<file path="src/hw/loop_config_regs.vh">
/*
 * Register offsets, reset values, field ranges and timing constants of the
 * closed-loop configuration block.
 * Assumes an 8-bit byte-address register port and a 20 MHz clock.
 */
`ifndef LOOP_CONFIG_REGS_VH
`define LOOP_CONFIG_REGS_VH

// ==========================================================================
// Register offsets and reset values.
`define ADDR_LOOP_TWO 8'h88
`define ADDR_LOOP_THREE 8'h8A
`define ADDR_LOOP_FOUR 8'h8C
`define RST_LOOP_TWO 32'h00000000
`define RST_LOOP_THREE 32'h14000000
`define RST_LOOP_FOUR 32'h00000000
`define RDATA_NONE 32'h00000000

// ==========================================================================
// Fields of loop_setting_two.
`define F_SP_MODE 30:29
`define F_SP_DIV 28:25
`define F_SP_ACT 24
`define F_SP_EMF 23:21
`define F_STOP_METHOD 20:18
`define F_STOP_TIME 17:14
`define F_STOP_DUTY 13:11
`define F_BRAKE_DUTY 10:8
`define F_CYCLE_LIMIT 6:3

// ==========================================================================
// Fields of loop_setting_three.
`define F_DGS_COUNT 30:29
`define F_DGS_UPPER 28:27
`define F_DGS_LOWER 26:25
`define F_CYC_LOW 24:23
`define F_CYC_HIGH 22:21
`define F_DUTY_LOW 20:19
`define F_DUTY_HIGH 18:17
`define F_FALL_THR 16:11
`define F_RISE_THR 10:5
`define F_COMM_METHOD 4

// ==========================================================================
// Fields of loop_setting_four.
`define F_BLANK_EN 19
`define F_FD_WINDOW 18:16
`define F_FD_THRESH 15:13
`define F_FD_FLOOR 12:9
`define F_FD_REDUCE 8

// ==========================================================================
// Codes of the speed-pulse mode and stop method fields, and the divider's code-zero factor.
`define SP_MODE_ALWAYS 2'h0
`define SP_MODE_CLOSED 2'h1
`define SP_MODE_FIRST 2'h2
`define STOP_HIZ 3'h0
`define STOP_RECIRC 3'h1
`define STOP_LOW_BRAKE 3'h2
`define STOP_HIGH_BRAKE 3'h3
`define STOP_SPIN_DOWN 3'h4
`define DIV_CODE_ZERO_FACTOR 4'h3

// ==========================================================================
// Timing.
`define CLK_PERIOD_NS 50
`define MS_IN_NS 1000000

`endif

</file>
<file path="src/hw/sensorless_bldc_loop_config.v">
/*
 * Closed-loop settings of a sensorless motor controller and the
 * speed pulse, stop, commutation switch and
 * current limit logic they steer.
 * Assumes inputs synchronous to mclk and a power stage
 * that obeys the stage outputs.
 */
`timescale 1ns/1ps
`include "loop_config_regs.vh"

module sensorless_bldc_loop_config #(
    parameter TICK_CYCLES = `MS_IN_NS / `CLK_PERIOD_NS
) (
    input wire mclk,
    input wire rst,
    input wire ce,
    input wire [7:0] reg_addr,
    input wire [31:0] reg_wdata,
    input wire reg_we,
    input wire reg_re,
    output reg [31:0] reg_rdata,
    input wire half_period_event,
    input wire closed_loop,
    input wire first_attempt,
    input wire motor_driven,
    input wire [7:0] emf_mv,
    input wire [9:0] duty_pm,
    input wire [7:0] samples_per_30,
    input wire stop_request,
    input wire brake_pin,
    input wire fast_decel_active,
    output wire speed_pulse_output,
    output reg stage_hiz,
    output reg stage_recirc,
    output reg stage_low_brake,
    output reg stage_high_brake,
    output reg stage_spin_down,
    output reg stop_done,
    output reg on_integration,
    output reg [11:0] falling_integration_threshold,
    output reg [11:0] rising_integration_threshold,
    output reg [2:0] degauss_sample_count,
    output reg [7:0] degauss_lower_mv,
    output reg [7:0] degauss_upper_drop_mv,
    output reg comparator_blank,
    output reg [9:0] fast_decel_window_pm,
    output reg [9:0] fast_decel_threshold_pm,
    output reg [10:0] current_limit_mv
);

// ==========================================================================
// Decode functions.

// Emf threshold in mV; unused codes give the largest.
function [7:0] emf_mv_of;
    input [2:0] code;
    begin
        case (code)
            3'h0: emf_mv_of = 8'h01;
            3'h1: emf_mv_of = 8'h02;
            3'h2: emf_mv_of = 8'h05;
            3'h3: emf_mv_of = 8'h0A;
            3'h4: emf_mv_of = 8'h14;
            default: emf_mv_of = 8'h1E;
        endcase
    end
endfunction

// Brake time in ms.
function [13:0] brake_ms_of;
    input [3:0] code;
    begin
        case (code)
            4'h0: brake_ms_of = 14'h0001;
            4'h1: brake_ms_of = 14'h0002;
            4'h2: brake_ms_of = 14'h0005;
            4'h3: brake_ms_of = 14'h000A;
            4'h4: brake_ms_of = 14'h000F;
            4'h5: brake_ms_of = 14'h0019;
            4'h6: brake_ms_of = 14'h0032;
            4'h7: brake_ms_of = 14'h004B;
            4'h8: brake_ms_of = 14'h0064;
            4'h9: brake_ms_of = 14'h00FA;
            4'hA: brake_ms_of = 14'h01F4;
            4'hB: brake_ms_of = 14'h03E8;
            4'hC: brake_ms_of = 14'h09C4;
            4'hD: brake_ms_of = 14'h1388;
            4'hE: brake_ms_of = 14'h2710;
            default: brake_ms_of = 14'h3A98;
        endcase
    end
endfunction

// Stop duty threshold in per-mille; zero means immediate.
function [9:0] stop_pm_of;
    input [2:0] code;
    begin
        case (code)
            3'h0: stop_pm_of = 10'h3E8;
            3'h1: stop_pm_of = 10'h1F4;
            3'h2: stop_pm_of = 10'h0FA;
            3'h3: stop_pm_of = 10'h096;
            3'h4: stop_pm_of = 10'h064;
            3'h5: stop_pm_of = 10'h04B;
            3'h6: stop_pm_of = 10'h032;
            default: stop_pm_of = 10'h019;
        endcase
    end
endfunction

// Switch duty threshold in per-mille: 12, 15, 18, 20 percent.
function [9:0] switch_pm_of;
    input [1:0] code;
    begin
        case (code)
            2'h0: switch_pm_of = 10'h078;
            2'h1: switch_pm_of = 10'h096;
            2'h2: switch_pm_of = 10'h0B4;
            default: switch_pm_of = 10'h0C8;
        endcase
    end
endfunction

// Integration threshold: 25 per code to 800, then 50, 100, 200 steps.
function [11:0] integ_thr_of;
    input [5:0] code;
    begin
        if (code <= 6'h20)
            integ_thr_of = {6'h00, code} * 12'h019;
        else if (code <= 6'h30)
            integ_thr_of = 12'h320 + {6'h00, code - 6'h20} * 12'h032;
        else if (code <= 6'h38)
            integ_thr_of = 12'h640 + {6'h00, code - 6'h30} * 12'h064;
        else
            integ_thr_of = 12'h960 + {6'h00, code - 6'h38} * 12'h0C8;
    end
endfunction

// Current code in units of 0.1 V, expressed in mV.
function [10:0] limit_mv_of;
    input [3:0] code;
    begin
        limit_mv_of = {7'h00, code} * 11'h064;
    end
endfunction

// ==========================================================================
// Register file.
reg [31:0] loop_setting_two_r; // Speed pulse, stop and limit setup.
reg [31:0] loop_setting_three_r; // Degauss and commutation setup.
reg [31:0] loop_setting_four_r; // Fast deceleration setup.

// Writes to mapped offsets; others are ignored.
always @(posedge mclk) begin
    if (rst) begin
        loop_setting_two_r <= `RST_LOOP_TWO;
        loop_setting_three_r <= `RST_LOOP_THREE;
        loop_setting_four_r <= `RST_LOOP_FOUR;
    end else if (ce && reg_we) begin
        case (reg_addr)
            `ADDR_LOOP_TWO: loop_setting_two_r <= reg_wdata;
            `ADDR_LOOP_THREE: loop_setting_three_r <= reg_wdata;
            `ADDR_LOOP_FOUR: loop_setting_four_r <= reg_wdata;
            default: ;
        endcase
    end
end

// Read data is registered; unmapped addresses read zero.
always @(posedge mclk) begin
    if (rst) begin
        reg_rdata <= `RDATA_NONE;
    end else if (ce && reg_re) begin
        case (reg_addr)
            `ADDR_LOOP_TWO: reg_rdata <= loop_setting_two_r;
            `ADDR_LOOP_THREE: reg_rdata <= loop_setting_three_r;
            `ADDR_LOOP_FOUR: reg_rdata <= loop_setting_four_r;
            default: reg_rdata <= `RDATA_NONE;
        endcase
    end
end

// ==========================================================================
// Speed pulse gating.
reg mode_allows; // Current loop phase may emit pulses.
wire emf_allows; // Speed still above the emf threshold or forced active.
wire pulse_enable; // Divider runs.

// Mode decides in which loop phase pulses appear.
always @* begin
    case (loop_setting_two_r[`F_SP_MODE])
        `SP_MODE_ALWAYS: mode_allows = 1'b1;
        `SP_MODE_CLOSED: mode_allows = closed_loop;
        `SP_MODE_FIRST: mode_allows = closed_loop || first_attempt;
        default: mode_allows = 1'b0;
    endcase
end

assign emf_allows = loop_setting_two_r[`F_SP_ACT] ||
    (emf_mv >= emf_mv_of(loop_setting_two_r[`F_SP_EMF]));
assign pulse_enable = motor_driven && mode_allows && emf_allows;

speed_pulse_divider #(
    .WIDTH(4)
) u_divider (
    .mclk(mclk),
    .rst(rst),
    .ce(ce),
    .enable(pulse_enable),
    .half_period_event(half_period_event),
    .divider_code(loop_setting_two_r[`F_SP_DIV]),
    .speed_pulse_output(speed_pulse_output)
);

// ==========================================================================
// Stop sequencer.
localparam ST_IDLE = 4'b0001; // Running, no stop pending.
localparam ST_WAIT = 4'b0010; // Waiting for duty to reach the threshold.
localparam ST_BRAKE = 4'b0100; // Stop action applied for the brake time.
localparam ST_DONE = 4'b1000; // Stop finished, held until released.

reg [3:0] state_r; // Sequencer state.
reg [3:0] state_nxt; // Next sequencer state.
reg by_pin_r; // Started by the brake pin.
reg [2:0] method_r; // Method latched at stop start.
reg [31:0] tick_r; // Cycle count within one millisecond.
reg [13:0] ms_r; // Milliseconds spent braking.
wire ms_tick; // Last cycle of a millisecond.
wire [9:0] wait_pm; // Active duty threshold.
wire brake_timed; // Brake time elapsed.

assign ms_tick = (tick_r == TICK_CYCLES - 1);
assign wait_pm = by_pin_r ? stop_pm_of(loop_setting_two_r[`F_BRAKE_DUTY])
    : stop_pm_of(loop_setting_two_r[`F_STOP_DUTY]);
assign brake_timed = ms_tick &&
    (ms_r + 1'b1 >= brake_ms_of(loop_setting_two_r[`F_STOP_TIME]));

// Hi-z and recirculation stop at once; braking and spin down wait for
// duty to reach the threshold, then hold for the brake time.
always @* begin
    state_nxt = state_r;
    case (state_r)
        ST_IDLE: begin
            if (brake_pin || stop_request)
                state_nxt = ST_WAIT;
        end
        ST_WAIT: begin
            if (!brake_pin && !stop_request)
                state_nxt = ST_IDLE;
            else if (!by_pin_r && (method_r == `STOP_HIZ ||
                    method_r == `STOP_RECIRC))
                state_nxt = ST_DONE;
            else if (duty_pm <= wait_pm)
                state_nxt = ST_BRAKE;
        end
        ST_BRAKE: begin
            if (brake_timed)
                state_nxt = ST_DONE;
        end
        ST_DONE: begin
            if (!brake_pin && !stop_request)
                state_nxt = ST_IDLE;
        end
        default: state_nxt = ST_IDLE;
    endcase
end

// State, latched method and the millisecond timer.
always @(posedge mclk) begin
    if (rst) begin
        state_r <= ST_IDLE;
        by_pin_r <= 1'b0;
        method_r <= `STOP_HIZ;
        tick_r <= 32'h00000000;
        ms_r <= 14'h0000;
    end else if (ce) begin
        state_r <= state_nxt;
        if (state_r == ST_IDLE) begin
            by_pin_r <= brake_pin;
            method_r <= brake_pin ? `STOP_LOW_BRAKE
                : loop_setting_two_r[`F_STOP_METHOD];
        end
        if (state_r != ST_BRAKE || ms_tick)
            tick_r <= 32'h00000000;
        else
            tick_r <= tick_r + 1'b1;
        if (state_r != ST_BRAKE)
            ms_r <= 14'h0000;
        else if (ms_tick)
            ms_r <= ms_r + 1'b1;
    end
end

// Stage controls registered from the next state.
always @(posedge mclk) begin
    if (rst) begin
        stage_hiz <= 1'b0;
        stage_recirc <= 1'b0;
        stage_low_brake <= 1'b0;
        stage_high_brake <= 1'b0;
        stage_spin_down <= 1'b0;
        stop_done <= 1'b0;
    end else if (ce) begin
        stage_hiz <= (state_nxt == ST_DONE) && (method_r == `STOP_HIZ);
        stage_recirc <= (state_nxt == ST_DONE) && (method_r == `STOP_RECIRC);
        stage_low_brake <= (state_nxt == ST_BRAKE) && (method_r == `STOP_LOW_BRAKE);
        stage_high_brake <= (state_nxt == ST_BRAKE) && (method_r == `STOP_HIGH_BRAKE);
        stage_spin_down <= (state_nxt == ST_BRAKE) && (method_r == `STOP_SPIN_DOWN);
        stop_done <= (state_nxt == ST_DONE);
    end
end

// ==========================================================================
// Commutation method switch.
reg [3:0] low_samples; // Samples to leave integration.
reg [3:0] high_samples; // Samples to enter integration.

// Sample thresholds: 3, 4, 6, 8 low and 4, 6, 8, 10 high.
always @* begin
    case (loop_setting_three_r[`F_CYC_LOW])
        2'h0: low_samples = 4'h3;
        2'h1: low_samples = 4'h4;
        2'h2: low_samples = 4'h6;
        default: low_samples = 4'h8;
    endcase
    case (loop_setting_three_r[`F_CYC_HIGH])
        2'h0: high_samples = 4'h4;
        2'h1: high_samples = 4'h6;
        2'h2: high_samples = 4'h8;
        default: high_samples = 4'hA;
    endcase
end

// Integration only when the method bit asks, with hysteresis on
// samples and duty so the method does not chatter.
always @(posedge mclk) begin
    if (rst) begin
        on_integration <= 1'b0;
    end else if (ce) begin
        if (!loop_setting_three_r[`F_COMM_METHOD])
            on_integration <= 1'b0;
        else if (on_integration) begin
            if (samples_per_30 < {4'h0, low_samples} ||
                    duty_pm < switch_pm_of(loop_setting_three_r[`F_DUTY_LOW]))
                on_integration <= 1'b0;
        end else if (samples_per_30 > {4'h0, high_samples} &&
                duty_pm > switch_pm_of(loop_setting_three_r[`F_DUTY_HIGH]))
            on_integration <= 1'b1;
    end
end

// ==========================================================================
// Decoded settings and fast-deceleration current limit.
wire [10:0] limit_mv; // Per-cycle limit from its code.
wire [10:0] floor_mv; // Fast deceleration floor from its code.

assign limit_mv = limit_mv_of(loop_setting_two_r[`F_CYCLE_LIMIT]);
assign floor_mv = limit_mv_of(loop_setting_four_r[`F_FD_FLOOR]);

// Decoded settings, registered as data outputs.
always @(posedge mclk) begin
    if (rst) begin
        falling_integration_threshold <= 12'h000;
        rising_integration_threshold <= 12'h000;
        degauss_sample_count <= 3'h0;
        degauss_lower_mv <= 8'h00;
        degauss_upper_drop_mv <= 8'h00;
        comparator_blank <= 1'b0;
        fast_decel_window_pm <= 10'h000;
        fast_decel_threshold_pm <= 10'h000;
    end else if (ce) begin
        falling_integration_threshold <=
            integ_thr_of(loop_setting_three_r[`F_FALL_THR]);
        rising_integration_threshold <=
            integ_thr_of(loop_setting_three_r[`F_RISE_THR]);
        degauss_sample_count <= {1'b0, loop_setting_three_r[`F_DGS_COUNT]} + 3'h2;
        degauss_lower_mv <= ({6'h00, loop_setting_three_r[`F_DGS_LOWER]} + 8'h01)
            * 8'h1E;
        degauss_upper_drop_mv <= ({6'h00, loop_setting_three_r[`F_DGS_UPPER]} + 8'h03)
            * 8'h1E;
        comparator_blank <= loop_setting_four_r[`F_BLANK_EN] && fast_decel_active;
        fast_decel_window_pm <= (loop_setting_four_r[`F_FD_WINDOW] > 3'h4) ?
            {7'h00, loop_setting_four_r[`F_FD_WINDOW] - 3'h2} * 10'h032
            : {7'h00, loop_setting_four_r[`F_FD_WINDOW]} * 10'h019;
        fast_decel_threshold_pm <= 10'h3E8
            - {7'h00, loop_setting_four_r[`F_FD_THRESH]} * 10'h032;
    end
end

// The limit steps down 0.1 V per half-period in fast deceleration with
// reduction on, never below the floor; otherwise it is the per-cycle
// limit.
always @(posedge mclk) begin
    if (rst) begin
        current_limit_mv <= 11'h000;
    end else if (ce) begin
        if (!fast_decel_active || !loop_setting_four_r[`F_FD_REDUCE])
            current_limit_mv <= limit_mv;
        else if (half_period_event && current_limit_mv >= floor_mv + 11'h064)
            current_limit_mv <= current_limit_mv - 11'h064;
        else if (current_limit_mv < floor_mv)
            current_limit_mv <= floor_mv;
    end
end

endmodule // sensorless_bldc_loop_config

</file>
<file path="src/hw/speed_pulse_divider.v">
/*
 * Divides electrical half-period events into the speed pulse
 * square wave.
 * Assumes half_period_event is a one-cycle mclk pulse.
 */
`timescale 1ns/1ps
`include "loop_config_regs.vh"

module speed_pulse_divider #(
    parameter WIDTH = 4
) (
    input wire mclk,
    input wire rst,
    input wire ce,
    input wire enable,
    input wire half_period_event,
    input wire [WIDTH-1:0] divider_code,
    output reg speed_pulse_output
);

// ==========================================================================
// Divider state.
reg [WIDTH-1:0] count_r; // Events seen since the last output toggle.
wire [WIDTH-1:0] factor; // Effective division factor.

// Code zero divides by three.
assign factor = (divider_code == {WIDTH{1'b0}}) ?
    `DIV_CODE_ZERO_FACTOR : divider_code;

// Toggles every factor half-periods: period is factor electrical
// periods; a disabled output idles low.
always @(posedge mclk) begin
    if (rst) begin
        count_r <= {WIDTH{1'b0}};
        speed_pulse_output <= 1'b0;
    end else if (ce) begin
        if (!enable) begin
            count_r <= {WIDTH{1'b0}};
            speed_pulse_output <= 1'b0;
        end else if (half_period_event) begin
            if (count_r + 1'b1 >= factor) begin
                count_r <= {WIDTH{1'b0}};
                speed_pulse_output <= ~speed_pulse_output;
            end else begin
                count_r <= count_r + 1'b1;
            end
        end
    end
end

endmodule // speed_pulse_divider

</file>
<file path="config.mk">
export PLATFORM = sky130hd
export DESIGN_NAME = sensorless_bldc_loop_config
export DESIGN_NICKNAME = d
export VERILOG_FILES = /design/src/hw/sensorless_bldc_loop_config.v /design/src/hw/speed_pulse_divider.v
export VERILOG_INCLUDE_DIRS = /design/src /design/src/hw
export SDC_FILE = /design/constraint.sdc
export NUM_CORES = 1
export LEC_CHECK = 0
export ABC_AREA = 1
export BUFFER_PORTS_ARGS = -buffer_cell sky130_fd_sc_hd__buf_2
export CORE_MARGIN = 4
export CORE_UTILIZATION = 25
export DETAILED_ROUTE_END_ITERATION = 8
export SYNTH_ARGS = -nofsm -noshare
export SYNTH_HDL_FRONTEND = slang
export SYNTH_SLANG_ARGS = --single-unit
</file>
<file path="constraint.sdc">
create_clock -name mclk -period 5.1 [get_ports mclk]
set_input_delay 0.255 -clock mclk [delete_from_list [all_inputs] [get_ports mclk]]
set_output_delay 0.255 -clock mclk [all_outputs]
set_load 0.02 [all_outputs]
</file>
==> results.py <==
metrics = {
    "grt": {
        "grt_max_degree": 76,
        "grtUsageTotal": 0.146,
        "grt_pass1_vias": 17000,
        "grt_pass1_wl_mm": 95.1,
        "grt_overflow": 0,
        "antenna_found_initial": 5,
    },
    "outcome": {
        "status": "finished, final reports clean",
    },
    "clock_network": {
        "numCtsBuffers": 38,
        "cts-root-buf": "clkbuf_16",
        "path_clk_slew_ns": 0.05,
        "cts_setup_buffers": 0,
        "clock_sinks": 277,
        "ctsHtreeMaxLevel": 2,
        "clockBufferDepth": 3,
        "cts_resized": 0,
        "cts_tree": "yes",
        "clk_latency_ns": 0.57,
    },
    "cells_and_area": {
        "final_common_cell": "nand2_1",
        "fillers": 8427,
        "drive_gt1_frac": 0.103,
        "final_cells": 3932,
        "regArea_mm2": 0.00555,
        "mostFrequentLayoutCells": "553 x nand2_1, 369 x inv_1, 290 x a21oi_1",
        "nNetsFinal": 3232,
        "fin_util": 0.297,
        "multi_input_area_mm2": 0.0118,
        "area_growth_pct": 17.6,
    },
    "critical_path": {
        "criticalPathCategory": "reg -> reg",
        "r2r_cells": 18,
        "worst-path-stages": 18,
        "crit_family": "adder cells",
        "cp-end-kind": "flip-flop",
        "path_max_fanout": 16,
        "path_cells": "ha_1, ha_1, inv_1, fa_1, xnor2_1, inv_1, nor3_1, xor2_1, ha_1, nand2_1, nor2_1, nand3b_1, nand4_1, nand2_1, a21oi_1, o21ai_0, nor2_1, nor2_1",
        "worst_path_max_delay_cell": "a21oi_1",
        "cpPeakStageDelay_ns": 0.53,
        "path_buf_inv": 2,
        "worstPathArrival_ns": 4.63,
        "crit_path_start_kind": "flip-flop",
        "critPathRequiredTime_ns": 5.54,
    },
    "sta": {
        "slew_violations": 0,
        "fin_crit_sh": 0.822,
        "worst_slack_ns": 0.905,
        "worst_slew_pin_slew_ns": 1.05,
        "setup_viol_count_final": 0,
        "clock_skew_ns": 0.0312,
        "whs_ns": 0.0300,
        "final.setup.tns_ns": 0,
        "max_clock_freq_mhz": 238,
        "relSlewSlack": 0.301,
        "period_needed_ns": 4.19,
        "hold_viol": 0,
        "rsz0062_at_grt": "no",
    },
    "synth": {
        "async_flop_share": 0,
        "synth_edf_count": 0,
        "synth_area_leaders": "dfxtp_1 29%, ha_1 18%, nand2_1 11%, a21oi_1 7.6%, inv_1 7.2%",
        "yosys_register_bits": 277,
        "synth_area_mm2": 0.0192,
        "synth_cells": 2706,
        "syn_avg_cell_area_um2": 7.10,
        "synth_top_area_frac": 0.289,
        "ys_warn_count": 0,
        "yosys.area.top_type": "dfxtp_1",
        "ys_seq_area_frac": 0.289,
        "synth_ff_type": "dfxtp_1",
        "yosysUniqueCellTypes": 55,
    },
    "routing": {
        "drt-met1-wl_mm": 28.9,
        "drt-total-wl_mm": 61.6,
        "wl_met3_mm": 3.56,
        "dr.first_iter.drc_count": 1131,
        "drc": 0,
        "vias": 18000,
        "routed_via_density": 4.59,
        "wl_per_cell_um": 15.7,
        "wl_met2_mm": 27.6,
        "ant_nets": 0,
        "routed.top_layer": "met5",
        "first_pass_iters": 5,
    },
    "placement": {
        "portBuffers": 186,
        "dp.cells": 3840,
        "place_ws_ns": 0.899,
        "dp_hpwl_mm": 46.3,
        "place_congestion": 0.894,
    },
    "pwr": {
        "vdd.ir_drop.worst_mv": 0.176,
        "power_density_mw_per_mm2": 236,
        "power_leakage_nw": 10.4,
    },
    "floorplan": {
        "core_mm2": 0.0761,
        "io_pins": 193,
        "start_util": 0.253,
        "fp.dieW_um": 285,
        "fp-row-count": 101,
        "die_h_um": 285,
        "dieArea_mm2": 0.0814,
    },
    "hold_path": {
        "hold_path_class": "in -> reg",
        "whs_path_depth": 3,
    },
    "flow_run": {
        "cap_violations": 0,
    },
}
where the power goes:
part	leakage, nW	total (mW)	switching (mW)	internal [mW]
Combinational	7.54	0.436	0.294	0.142
Sequential	2.25	2.23	0.0276	2.20
Clock	0.601	2.66	1.10	1.57
Total	10.4	5.33	1.42	3.91
tightest hold or removal path, cell delays in order:
cell and delay (ns):
buf_2 0.13, nand3_1 0.08, a21oi_1 0.06
flip-flops by register name, summed over array words and instances, names as in the netlist, 4 cells and up, named ones only:
signal / flops
loop_setting_four_r: 32
loop_setting_three_r: 32
loop_setting_two_r: 32
reg_rdata: 32
tick_r: 32
ms_r: 14
falling_integration_threshold: 12
rising_integration_threshold: 12
current_limit_mv: 9
fast_decel_threshold_pm: 9
fast_decel_window_pm: 9
degauss_lower_mv: 7
degauss_upper_drop_mv: 7
state_r: 4
u_divider.count_r: 4
metal layers:
metal  vias to the layer above  track usage
met3                        85       0.0313
met2                       381        0.238
met1                      8280        0.197
li1                       9299            -
met5                         -            0
met4                         2       0.0374
final timing paths:
kind,start,to,slack [ns]
setup / recovery,loop_setting_four_r[9],current_limit_mv[3],0.91
hold reg to reg,loop_setting_three_r[31],loop_setting_three_r[31],0.45
setup reg to reg,loop_setting_four_r[9],current_limit_mv[3],0.91
hold / removal,reg_wdata[5],loop_setting_four_r[5],0.03
synthesized netlist by cell type, drive strengths merged, types with 2 or more instances:
| library cell | count |
|---|---|
| xnor2 | 23 |
| o21a | 3 |
| a21oi | 290 |
| a22oi | 3 |
| nand2 | 558 |
| nor4 | 8 |
| inv | 376 |
| clkinv | 3 |
| nand3b | 17 |
| o22ai | 8 |
| xor2 | 48 |
| clkbuf | 64 |
| a211oi | 6 |
| or2 | 13 |
| fa | 12 |
| a22o | 2 |
| nor2 | 178 |
| a31oi | 10 |
| and3 | 2 |
| o211ai | 22 |
| o21ai | 201 |
| nand3 | 152 |
| buf | 38 |
| nand4 | 32 |
| o31ai | 5 |
| nor3b | 5 |
| dfxtp | 277 |
| conb | 2 |
| nor3 | 29 |
| ha | 269 |
| o221ai | 35 |
| o21bai | 8 |
layout make-up:
class,instances,area share
multi-input cells,1953,0.523
flip-flops and latches,277,0.245
inverters,379,0.0630
well taps,1030,0.0570
repair buffers,224,0.0566
clock buffers,47,0.0463
clock inverters,18,0.00819
diodes,4,0.000443
metrics by stage:
| stage | instance area, um2 | total power [mW] |
|---|---|---|
| floorplan | 19200 | 2.53 |
| global placement | 21100 | 2.70 |
| detailed placement | 21100 | 2.70 |
| CTS | 22600 | 5.42 |
| global route | 22600 | 5.55 |
| finish | 22600 | 5.33 |
logic make-up after synthesis:
family	share of synthesized area
buf+inv	0.0975
fa+ha+maj	0.188
other cells	0.000391
simple gates	0.222
flops	0.289
compound gates	0.172
xor+xnor	0.0324
repair_timing:
item                                    in CTS  in global routing
endpoints found under the setup margin       0                  0
hold endpoints to repair                    56                  0
hold buffers                                23                  0
Note: power is estimated with default switching activity, not from simulation.
